### config.mk
export PLATFORM = sky130hd
export DESIGN_NAME = swm_top
export DESIGN_NICKNAME = d
export VERILOG_FILES = /design/src/swm_pkg.sv /design/src/swm_top.sv
export SDC_FILE = /design/constraint.sdc
export NUM_CORES = 1
export LEC_CHECK = 0
export BUFFER_PORTS_ARGS = -buffer_cell sky130_fd_sc_hd__buf_2
export CAP_MARGIN = 20
export CORE_MARGIN = 10
export CORE_UTILIZATION = 50
export CTS_BUF_LIST = sky130_fd_sc_hd__clkbuf_8
export CTS_CLUSTER_SIZE = 24
export DETAILED_ROUTE_END_ITERATION = 10
export PLACE_DENSITY_LB_ADDON = 0.05
export SLEW_MARGIN = 20
export SYNTH_ARGS = -nofsm -noshare
export SYNTH_HDL_FRONTEND = slang
export SYNTH_SLANG_ARGS = --single-unit
export TNS_END_PERCENT = 100
### constraint.sdc
create_clock -name i_clk -period 5.7 [get_ports i_clk]
set_input_delay 1.14 -clock i_clk [delete_from_list [all_inputs] [get_ports i_clk]]
set_output_delay 1.14 -clock i_clk [all_outputs]
set_load 0.01 [all_outputs]
### src/swm_pkg.sv
// Constants for the serial wire mode and clock select block
// What this block does
// - Wire mode 00 disables outputs and hold; start detector stays on
// - Inputs always feed shift register and counter
// - Two-wire mode: start condition sets start flag
// - Off/three-wire: clock pin edge sets start flag with external source and strobe 0
// - Three-wire: shift output replaces port bit one
// - Three-wire: data in and clock pins stay normal
// - Two-wire: open-collector drivers enabled by direction bits
// - Two-wire: data low when shift out or port0 zero
// - Two-wire: clock low when port2 zero or hold
// - Start hold keeps clock low until flag cleared
// - Two-wire: pull-ups off on data and clock pins
// - Mode 11 also holds clock after counter overflow
// - Source field clocks both; 00 with strobe 0 none
// - External clock: output changes on opposite edge
// - Strobe or timer clock: output latch transparent
// - Source 01: timer overflow steps register and counter
// - External: shift on chosen edge, count both edges
// - External with select: counter steps on toggle strobe
// - Source 00: strobe write shifts and counts immediately
// - Strobe shift takes input sampled previous cycle
// - Clock strobe bit always reads zero
// - Overflow flag set on 15 to 0, write-one clears
// - Toggle strobe inverts port bit two always
// - External clock: latch open first half cycle only
package swm_pkg;

    // ****************************************
    // Register map
    // ****************************************
    localparam int ADDR_W = 2;
    localparam logic [1:0] ADDR_CTRL = 2'h0;
    localparam logic [1:0] ADDR_STATUS = 2'h1;
    localparam logic [1:0] ADDR_DATA = 2'h2;
    localparam logic [1:0] ADDR_PORT = 2'h3;

    // ****************************************
    // Field positions
    // ****************************************
    localparam int CTRL_WM_LO = 4;
    localparam int CTRL_CS_LO = 2;
    localparam int CTRL_STROBE = 1;
    localparam int CTRL_TOGGLE = 0;
    localparam int STAT_SIF = 7;
    localparam int STAT_OIF = 6;
    localparam int PORT_DIR_LO = 4;

    // ****************************************
    // Reset values and counter maximum
    // ****************************************
    localparam logic [7:0] DATA_RST = 8'h00;
    localparam logic [3:0] CNT_RST = 4'h0;
    localparam logic [3:0] CNT_MAX = 4'hF;
    localparam logic [2:0] PORT_RST = 3'h0;

    // ****************************************
    // Modes
    // ****************************************
    typedef enum logic [1:0] {
        SWM_WM_OFF = 2'b00,
        SWM_WM_THREE = 2'b01,
        SWM_WM_TWO = 2'b10,
        SWM_WM_TWO_HOLD = 2'b11
    } swm_wm_t;

    typedef enum logic [1:0] {
        SWM_CS_SOFT = 2'b00,
        SWM_CS_TIMER = 2'b01,
        SWM_CS_EXT_RISE = 2'b10,
        SWM_CS_EXT_FALL = 2'b11
    } swm_cs_t;

endpackage : swm_pkg

### src/swm_top.sv
// Wire mode and clock select logic of the universal serial interface
//
// Chosen here: the plain strobed port and the address map.
`timescale 1ns/1ps
`default_nettype none

module swm_top
    import swm_pkg::*;
(
    // Clock and reset
    input wire logic i_clk,
    input wire logic i_rstn,
    // Register port
    input wire logic [ADDR_W-1:0] i_addr,
    input wire logic [7:0] i_wdata,
    input wire logic i_wr,
    input wire logic i_rd,
    output logic [7:0] o_rdata,
    // Timer overflow pulse, same clock
    input wire logic i_timer0_ovf,
    // Pin inputs, asynchronous
    input wire logic i_pin0_in,
    input wire logic i_pin2_in,
    // Pin 0: data in / two-wire data
    output logic o_pin0_out,
    output logic o_pin0_oe,
    output logic o_pin0_pullup,
    // Pin 1: three-wire data out
    output logic o_pin1_out,
    output logic o_pin1_oe,
    output logic o_pin1_pullup,
    // Pin 2: serial clock
    output logic o_pin2_out,
    output logic o_pin2_oe,
    output logic o_pin2_pullup
);

    // ****************************************
    // Declarations
    // ****************************************
    swm_wm_t wm_q; // Wire mode
    swm_cs_t cs_q; // Clock source
    logic sel_q; // Stored strobe select, reads as zero
    logic sif_q; // Start condition flag
    logic oif_q; // Counter overflow flag
    logic [3:0] cnt_q; // Edge counter
    logic [7:0] shreg_q; // Shift register
    logic latch_q; // Output latch after bit 7
    logic [2:0] port_q; // Port output bits
    logic [2:0] dir_q; // Direction bits
    logic [1:0] sda_sync_q; // Data pin synchroniser
    logic [1:0] scl_sync_q; // Clock pin synchroniser
    logic sda_d1_q; // Delayed data level for edges
    logic scl_d1_q; // Delayed clock level for edges
    logic wr_ctrl, wr_stat, wr_data, wr_port;
    logic scl_rise, scl_fall, sda_fall;
    logic shift_pulse, count_pulse, start_event;
    logic two_wire, latch_open, hold_scl;
    logic [7:0] rdata_d;
    logic [2:0] pin_out_d, pin_oe_d, pin_pu_d;

    // ****************************************
    // Address decode
    // ****************************************
    // Decode one register write
    function automatic logic hit(input logic [ADDR_W-1:0] a, input logic [ADDR_W-1:0] b);
        hit = (a == b);
    endfunction : hit

    assign wr_ctrl = i_wr && hit(i_addr, ADDR_CTRL);
    assign wr_stat = i_wr && hit(i_addr, ADDR_STATUS);
    assign wr_data = i_wr && hit(i_addr, ADDR_DATA);
    assign wr_port = i_wr && hit(i_addr, ADDR_PORT);

    // ****************************************
    // Input synchronisers
    // ****************************************
    // Two flops per pin, then one more stage for edge detection
    always_ff @(posedge i_clk or negedge i_rstn)
    begin
        if (!i_rstn)
        begin
            sda_sync_q <= 2'h3;
            scl_sync_q <= 2'h3;
            sda_d1_q <= 1'b1;
            scl_d1_q <= 1'b1;
        end
        else
        begin
            sda_sync_q <= {sda_sync_q[0], i_pin0_in};
            scl_sync_q <= {scl_sync_q[0], i_pin2_in};
            sda_d1_q <= sda_sync_q[1];
            scl_d1_q <= scl_sync_q[1];
        end
    end

    // Edges seen only from the second stage onward
    assign scl_rise = scl_sync_q[1] && !scl_d1_q;
    assign scl_fall = !scl_sync_q[1] && scl_d1_q;
    assign sda_fall = !sda_sync_q[1] && sda_d1_q;
    assign two_wire = wm_q[1];

    // ****************************************
    // Clock selection
    // ****************************************
    // Inputs feed the shifter whatever the wire mode
    always_comb
    begin
        shift_pulse = 1'b0;
        count_pulse = 1'b0;
        case (cs_q)
            SWM_CS_SOFT:
            begin
                shift_pulse = 1'b0;
            end
            SWM_CS_TIMER:
            begin
                shift_pulse = i_timer0_ovf;
                count_pulse = i_timer0_ovf;
            end
            SWM_CS_EXT_RISE, SWM_CS_EXT_FALL:
            begin
                // Low source bit picks the shifting edge
                shift_pulse = cs_q[0] ? scl_fall : scl_rise;
                // Counter takes both edges unless the toggle strobe clocks it
                count_pulse = sel_q ? (wr_ctrl && i_wdata[CTRL_TOGGLE])
                                    : (scl_rise || scl_fall);
            end
            default:
            begin
                shift_pulse = 1'b0;
            end
        endcase
        // Software strobe only counts when the written source is 00
        if (wr_ctrl && i_wdata[CTRL_STROBE] && (i_wdata[CTRL_CS_LO +: 2] == SWM_CS_SOFT))
        begin
            shift_pulse = 1'b1;
            count_pulse = 1'b1;
        end
    end

    // Start detection: bus start in two-wire, otherwise clock edges with external source and select clear
    assign start_event = two_wire ? (sda_fall && scl_sync_q[1])
                       : (cs_q[1] && !sel_q && (scl_rise || scl_fall));

    // ****************************************
    // Control register
    // ****************************************
    always_ff @(posedge i_clk or negedge i_rstn)
    begin
        if (!i_rstn)
        begin
            wm_q <= SWM_WM_OFF;
            cs_q <= SWM_CS_SOFT;
            sel_q <= 1'b0;
        end
        else if (wr_ctrl)
        begin
            wm_q <= swm_wm_t'(i_wdata[CTRL_WM_LO +: 2]);
            cs_q <= swm_cs_t'(i_wdata[CTRL_CS_LO +: 2]);
            sel_q <= i_wdata[CTRL_STROBE];
        end
    end

    // ****************************************
    // Port bits
    // ****************************************
    // Toggle strobe flips port bit two regardless of direction
    always_ff @(posedge i_clk or negedge i_rstn)
    begin
        if (!i_rstn)
        begin
            port_q <= PORT_RST;
            dir_q <= PORT_RST;
        end
        else if (wr_port)
        begin
            port_q <= i_wdata[2:0];
            dir_q <= i_wdata[PORT_DIR_LO +: 3];
        end
        else if (wr_ctrl && i_wdata[CTRL_TOGGLE])
        begin
            port_q[2] <= !port_q[2];
        end
    end

    // ****************************************
    // Shift register and output latch
    // ****************************************
    // A data write in the same cycle as a shift wins, no shift
    always_ff @(posedge i_clk or negedge i_rstn)
    begin
        if (!i_rstn)
        begin
            shreg_q <= DATA_RST;
        end
        else if (wr_data)
        begin
            shreg_q <= i_wdata;
        end
        else if (shift_pulse)
        begin
            // Synchronised level was taken in the previous cycle
            shreg_q <= {shreg_q[6:0], sda_sync_q[1]};
        end
    end

    // Internal sources keep the latch open; external only in first half
    assign latch_open = !cs_q[1] || (cs_q[0] ? scl_sync_q[1] : !scl_sync_q[1]);

    // Holding bit 7 while closed moves output change to the opposite edge
    always_ff @(posedge i_clk or negedge i_rstn)
    begin
        if (!i_rstn)
        begin
            latch_q <= 1'b0;
        end
        else if (latch_open)
        begin
            latch_q <= shreg_q[7];
        end
    end

    // ****************************************
    // Counter and flags
    // ****************************************
    // Counter write wins over a count in the same cycle
    always_ff @(posedge i_clk or negedge i_rstn)
    begin
        if (!i_rstn)
        begin
            cnt_q <= CNT_RST;
        end
        else if (wr_stat)
        begin
            cnt_q <= i_wdata[3:0];
        end
        else if (count_pulse)
        begin
            cnt_q <= cnt_q + 4'h1;
        end
    end

    // Start flag set wins over a write-one clear; any status write blocks the overflow set
    always_ff @(posedge i_clk or negedge i_rstn)
    begin
        if (!i_rstn)
        begin
            sif_q <= 1'b0;
            oif_q <= 1'b0;
        end
        else
        begin
            // Bus start in two-wire; clock edges flag in wire modes 00 and 01
            if (start_event)
            begin
                sif_q <= 1'b1;
            end
            else if (wr_stat && i_wdata[STAT_SIF])
            begin
                sif_q <= 1'b0;
            end
            if (count_pulse && !wr_stat && cnt_q == CNT_MAX)
            begin
                oif_q <= 1'b1;
            end
            else if (wr_stat && i_wdata[STAT_OIF])
            begin
                oif_q <= 1'b0;
            end
        end
    end

    // ****************************************
    // Pin drivers
    // ****************************************
    // Clock hold from start flag, and in mode 11 also from overflow
    assign hold_scl = sif_q || (wm_q == SWM_WM_TWO_HOLD && oif_q);

    always_comb
    begin
        // Ordinary port behaviour by default
        pin_out_d = port_q;
        pin_oe_d = dir_q;
        pin_pu_d = port_q & ~dir_q;
        case (wm_q)
            SWM_WM_OFF:
            begin
                pin_out_d = port_q;
            end
            SWM_WM_THREE:
            begin
                // Only the data out pin is taken over; others stay normal
                pin_out_d[1] = latch_q;
            end
            SWM_WM_TWO, SWM_WM_TWO_HOLD:
            begin
                // Open collector: drive low only, never high
                pin_out_d[0] = 1'b0;
                pin_out_d[2] = 1'b0;
                pin_oe_d[0] = dir_q[0] && (!latch_q || !port_q[0]);
                pin_oe_d[2] = dir_q[2] && (!port_q[2] || hold_scl);
                pin_pu_d[0] = 1'b0;
                pin_pu_d[2] = 1'b0;
            end
            default:
            begin
                pin_out_d = port_q;
            end
        endcase
    end

    // Register every pin output
    always_ff @(posedge i_clk or negedge i_rstn)
    begin
        if (!i_rstn)
        begin
            {o_pin2_out, o_pin1_out, o_pin0_out} <= 3'h0;
            {o_pin2_oe, o_pin1_oe, o_pin0_oe} <= 3'h0;
            {o_pin2_pullup, o_pin1_pullup, o_pin0_pullup} <= 3'h0;
        end
        else
        begin
            {o_pin2_out, o_pin1_out, o_pin0_out} <= pin_out_d;
            {o_pin2_oe, o_pin1_oe, o_pin0_oe} <= pin_oe_d;
            {o_pin2_pullup, o_pin1_pullup, o_pin0_pullup} <= pin_pu_d;
        end
    end

    // ****************************************
    // Read port
    // ****************************************
    // Strobe bits are not stored as readable state
    always_comb
    begin
        rdata_d = 8'h00;
        case (i_addr)
            ADDR_CTRL: rdata_d = {2'h0, wm_q, cs_q, 2'h0};
            ADDR_STATUS: rdata_d = {sif_q, oif_q, 2'h0, cnt_q};
            ADDR_DATA: rdata_d = shreg_q;
            ADDR_PORT: rdata_d = {1'b0, dir_q, 1'b0, port_q};
            default: rdata_d = 8'h00;
        endcase
    end

    // Data valid only in the cycle after the read strobe
    always_ff @(posedge i_clk or negedge i_rstn)
    begin
        if (!i_rstn)
        begin
            o_rdata <= 8'h00;
        end
        else
        begin
            o_rdata <= i_rd ? rdata_d : 8'h00;
        end
    end
endmodule : swm_top

`default_nettype wire

==> reports/summary.log <==
[min_path] worst hold path type reg -> reg
[critical_path] cell with the biggest individual delay on the critical path sky130_fd_sc_hd__nor2b_1
[synth] simple-gate share of the synthesized area 13.3%
[min_path] worst hold stages 0
[sta] Pins Over Slew Limit 0
[detailed_routing] Via-to-Cell Ratio 5.75
[synth] Post-Syn Instances 185
[floorplan] width of the chip 86.1 um
[detailed_routing] starting DRC count in detailed routing 132
[min_path] worst min-delay path startpoint scl_sync_q[0]$_DFF_PN1_
[critical_path] nature of the critical path startpoint primary input
[floorplan] die height 86.1 um
[synth] largest cells by area after synthesis sky130_fd_sc_hd__dfrtp_1 49%, sky130_fd_sc_hd__mux2_2 8.3%, sky130_fd_sc_hd__dfstp_2 7.2%
[cells_and_area] area added between synthesis and finish 13.1%
[sta] worst clock skew 13.5 ps
[critical_path] reg-to-reg endpoint cnt_q[2]$_DFFE_PN0P_
[synth] area fraction in compound gates after synthesis 8.60%
[min_path] Worst Hold End scl_sync_q[1]$_DFF_PN1_
[pwr] total design power 987 uW
[placed_design] Port-buffer cells 33
[cells_and_area] number of nets in the layout 236
[cts] clock sink count 49
[synth] post-synth cell types 35
[global_routing] total grt overflow 0
[run_status] outcome finished, final reports clean
[critical_path] WP data required 5870 ps
[sta] Hold Violations, Final 0
[floorplan] row count 23
[synth] dominant combinational cell family by area after synthesis multiplexers
[floorplan] DIE AREA 7410 sq um
[sta] slew at the pin closest to its max-slew limit 605 ps
[global_routing] largest net degree at the start of global routing 50
[cts] total clock buffers created by CTS 5
[placed_design] HPWL after detailed placement 3590 um
[sta] final worst path period need 2620 ps
[synth] flip-flop and latch count after synthesis 49
[cts] postcts setup bufs 0
[detailed_routing] average routed wire per standard cell 18.6 um
[cells_and_area] diode count 0
[global_routing] All-Layer GR Usage 13.8%
[cells_and_area] share of final-layout standard cells stronger than drive strength 1 31.3%
[global_routing] via count of the first global-routing pass 1604
[global_routing] wire length of the first global-routing pass 8010 um
[detailed_routing] total via count after detailed routing 1535
[cts] H-tree depth 2
[detailed_routing] number of routed nets with antenna violations 0
[cts] clock tree from TritonCTS yes
[cells_and_area] utilization of the core after routing 60.0%
[flow_run] max-cap violation count 0
[floorplan] I/O pin count 34
[synth] synthesis warning total 0
[placed_design] last weighted congestion value of the routability-driven placer 0.827
[global_routing] initial antenna violation count 0
[cells_and_area] final-layout fill cell count 330
[critical_path] Register-to-Register Path Depth 7
[synth] synthesized area per cell 11.8 sq um
[critical_path] worst flop-to-flop path startpoint scl_sync_q[1]$_DFF_PN1_
[critical_path] Worst path max stage delay 430 ps
[cts] clock-pin slew of the registers on the worst-case setup and hold paths 90 ps
[sta] Setup TNS 0 ps
[critical_path] Critical Path AT 2790 ps
[detailed_routing] DR DRC count 0
[synth] total nets after synthesis 205
[sta] count of endpoints failing setup in the final report 0
[cts] clk_lat worst skew 310 ps
[critical_path] sort of element at the end of the critical path flop
[critical_path] Crit Path Max Fanout 16
[sta] Max-slew headroom 59.7%
[synth] adder-cell share of the synthesized area 1.72%
[synth] parity-gate share of the synthesized area counting xor and xnor cells 1.20%
[floorplan] area of the core 4120 sq um
[floorplan] initial standard-cell utilization of the core 53.1%
[cts] buffer levels on the longest clock path 2
[critical_path] critical path class in -> reg
[pwr] Peak supply drop 0.174 mV
[synth] Post-Synthesis Cell Area 2180 sq um
[critical_path] CP Cell Sequence buf_2 > nor2b_1 > nand2_2 > and3_1 > nand2_1 > o21ai_0
[detailed_routing] WL final 4980 um
[sta] top achievable clock speed 382 MHz
[sta] setup repair after global routing missed its margin false
[pwr] Power per Cell Area 400 nW/um^2
[cts] cts-stage hold buffer count 0
[detailed_routing] Pre-Repair DR Iteration Count 4
[cts] clk root buf sky130_fd_sc_hd__clkbuf_8
[synth] share of the synthesized area in the top cell type 49.3%
[synth] Synth area leader sky130_fd_sc_hd__dfrtp_1
[critical_path] worst setup slack for register-to-register paths 3690 ps
[synth] sequential cell area fraction in the yosys report 56.5%
[sta] crit share post-route 45.9%
[synth] proportion of synthesized area in mux cells 16.2%
[sta] Post-Route Hold Slack 360 ps
[pwr] Leakage Power 0.00118 uW
[cts] post-cts resize count 0
-- cell families (layout without fill, tap and decap cells) --
logic type	Yosys count	count (layout)
simple gates	54	54
flops	49	49
compound gates	32	32
mux	32	32
buf+inv	12	44
fa+ha+maj	3	3
xor+xnor	3	3
-- layout make-up --
| cell class | count | area (sq um) | share of cell area [%] |
|---|---|---|---|
| clock buffer | 6 | 82.6 | 3.35 |
| sequential | 49 | 1230 | 50.0 |
| clock inverter | 2 | 16.3 | 0.659 |
| tap | 50 | 62.6 | 2.53 |
| timing repair buffer | 33 | 168 | 6.79 |
| inverter | 3 | 11.3 | 0.456 |
| multi-input combinational | 124 | 895 | 36.2 |
-- per-layer routing --
metal / global-route usage [%] / share of wire (%) / vias up
li1: - / - / 704
met1: 16.4 / 42 / 769
met2: 22.2 / 49 / 52
met3: 4.16 / 6.9 / 10
met4: 6.44 / 2.1 / 0
met5: 0 / 0 / -
-- critical path, delay by kind of cell --
| family | cells | cell delay [ps] |
|---|---|---|
| AOI/OAI and AO/OA | 1 | 90 |
| buffers and inverters | 1 | 280 |
| and+or+nand+nor | 4 | 1260 |
-- worst max path at each step --
| stage | from | endpoint | cells after the start |
|---|---|---|---|
| 2_1_floorplan | i_addr[0] | cnt_q[2]$_DFFE_PN0P_ | 6 |
| 3_3_place_gp | i_addr[1] | shreg_q[1]$_DFFE_PN0P_ | 6 |
| 3_5_place_dp | i_addr[1] | shreg_q[4]$_DFFE_PN0P_ | 6 |
| 4_1_cts | i_addr[1] | shreg_q[1]$_DFFE_PN0P_ | 6 |
| 5_1_grt | i_addr[1] | shreg_q[2]$_DFFE_PN0P_ | 6 |
| 6_report | i_addr[1] | shreg_q[1]$_DFFE_PN0P_ | 6 |
-- synth_stat cells --
cell / count
sky130_fd_sc_hd__o21a_1: 1
sky130_fd_sc_hd__o21ai_1: 4
sky130_fd_sc_hd__clkbuf_2: 1
sky130_fd_sc_hd__clkbuf_1: 2
sky130_fd_sc_hd__a31oi_1: 3
sky130_fd_sc_hd__o21ai_2: 1
sky130_fd_sc_hd__buf_1: 1
sky130_fd_sc_hd__mux4_2: 1
sky130_fd_sc_hd__ha_1: 3
sky130_fd_sc_hd__mux2_2: 16
sky130_fd_sc_hd__nand3b_1: 2
sky130_fd_sc_hd__nor4b_1: 1
sky130_fd_sc_hd__dfrtp_1: 43
sky130_fd_sc_hd__nand2_2: 1
sky130_fd_sc_hd__nor3b_4: 1
sky130_fd_sc_hd__or2_2: 1
sky130_fd_sc_hd__nand2_1: 17
sky130_fd_sc_hd__nor2_1: 6
sky130_fd_sc_hd__and3_1: 3
sky130_fd_sc_hd__o21ai_0: 12
sky130_fd_sc_hd__a22oi_1: 3
sky130_fd_sc_hd__nand3_1: 6
sky130_fd_sc_hd__xnor2_1: 1
sky130_fd_sc_hd__dfstp_2: 6
sky130_fd_sc_hd__mux2i_1: 15
sky130_fd_sc_hd__nor2b_1: 11
sky130_fd_sc_hd__a21oi_1: 5
sky130_fd_sc_hd__buf_2: 4
sky130_fd_sc_hd__a221o_1: 1
sky130_fd_sc_hd__and2_1: 5
sky130_fd_sc_hd__a21boi_0: 1
sky130_fd_sc_hd__a21o_1: 1
sky130_fd_sc_hd__inv_1: 3
sky130_fd_sc_hd__buf_4: 1
sky130_fd_sc_hd__xor2_1: 2
-- sequential cells by signal, summed over array words and instances, names as in the netlist, 2 cells and up --
register and count:
o_rdata 8, shreg_q 8, cnt_q 4, dir_q 3, port_q 3, cs_q 2, scl_sync_q 2, sda_sync_q 2
wm_q 2
-- where the power goes --
part / total, uW / internal, uW / leakage [uW] / switching [uW]
clock: 223 / 100 / 0.0000478 / 123
sequential: 520 / 436 / 0.000594 / 84.1
combinational: 244 / 125 / 0.000541 / 119
total: 987 / 661 / 0.00118 / 326
-- stage by stage --
step | cell area, sq um | setup WS [ps] | std cells
2_1_floorplan | 2180 | 3230 | 185
3_3_place_gp | 2370 | 2890 | 259
5_1_grt | 2470 | 2910 | 267
6_report | 2470 | 3080 | 267
3_5_place_dp | 2370 | 2750 | 259
4_1_cts | 2470 | 3090 | 267
-- cell usage in the layout (no fill, tap or decap), types with 2 or more instances in the layout --
| master | Yosys | routed |
|---|---|---|
| sky130_fd_sc_hd__dfrtp_1 | 43 | 43 |
| sky130_fd_sc_hd__buf_2 | 4 | 32 |
| sky130_fd_sc_hd__nand2_1 | 17 | 17 |
| sky130_fd_sc_hd__mux2_2 | 16 | 16 |
| sky130_fd_sc_hd__mux2i_1 | 15 | 15 |
| sky130_fd_sc_hd__o21ai_0 | 12 | 12 |
| sky130_fd_sc_hd__nor2b_1 | 11 | 11 |
| sky130_fd_sc_hd__nand3_1 | 6 | 6 |
| sky130_fd_sc_hd__nor2_1 | 6 | 6 |
| sky130_fd_sc_hd__clkbuf_8 | 0 | 6 |
| sky130_fd_sc_hd__dfstp_2 | 6 | 6 |
| sky130_fd_sc_hd__and2_1 | 5 | 5 |
| sky130_fd_sc_hd__a21oi_1 | 5 | 5 |
| sky130_fd_sc_hd__o21ai_1 | 4 | 4 |
| sky130_fd_sc_hd__a22oi_1 | 3 | 3 |
| sky130_fd_sc_hd__inv_1 | 3 | 3 |
| sky130_fd_sc_hd__a31oi_1 | 3 | 3 |
| sky130_fd_sc_hd__and3_1 | 3 | 3 |
| sky130_fd_sc_hd__ha_1 | 3 | 3 |
| sky130_fd_sc_hd__nand3b_1 | 2 | 2 |
| sky130_fd_sc_hd__xor2_1 | 2 | 2 |
Note: power is estimated with default switching activity, not from simulation.
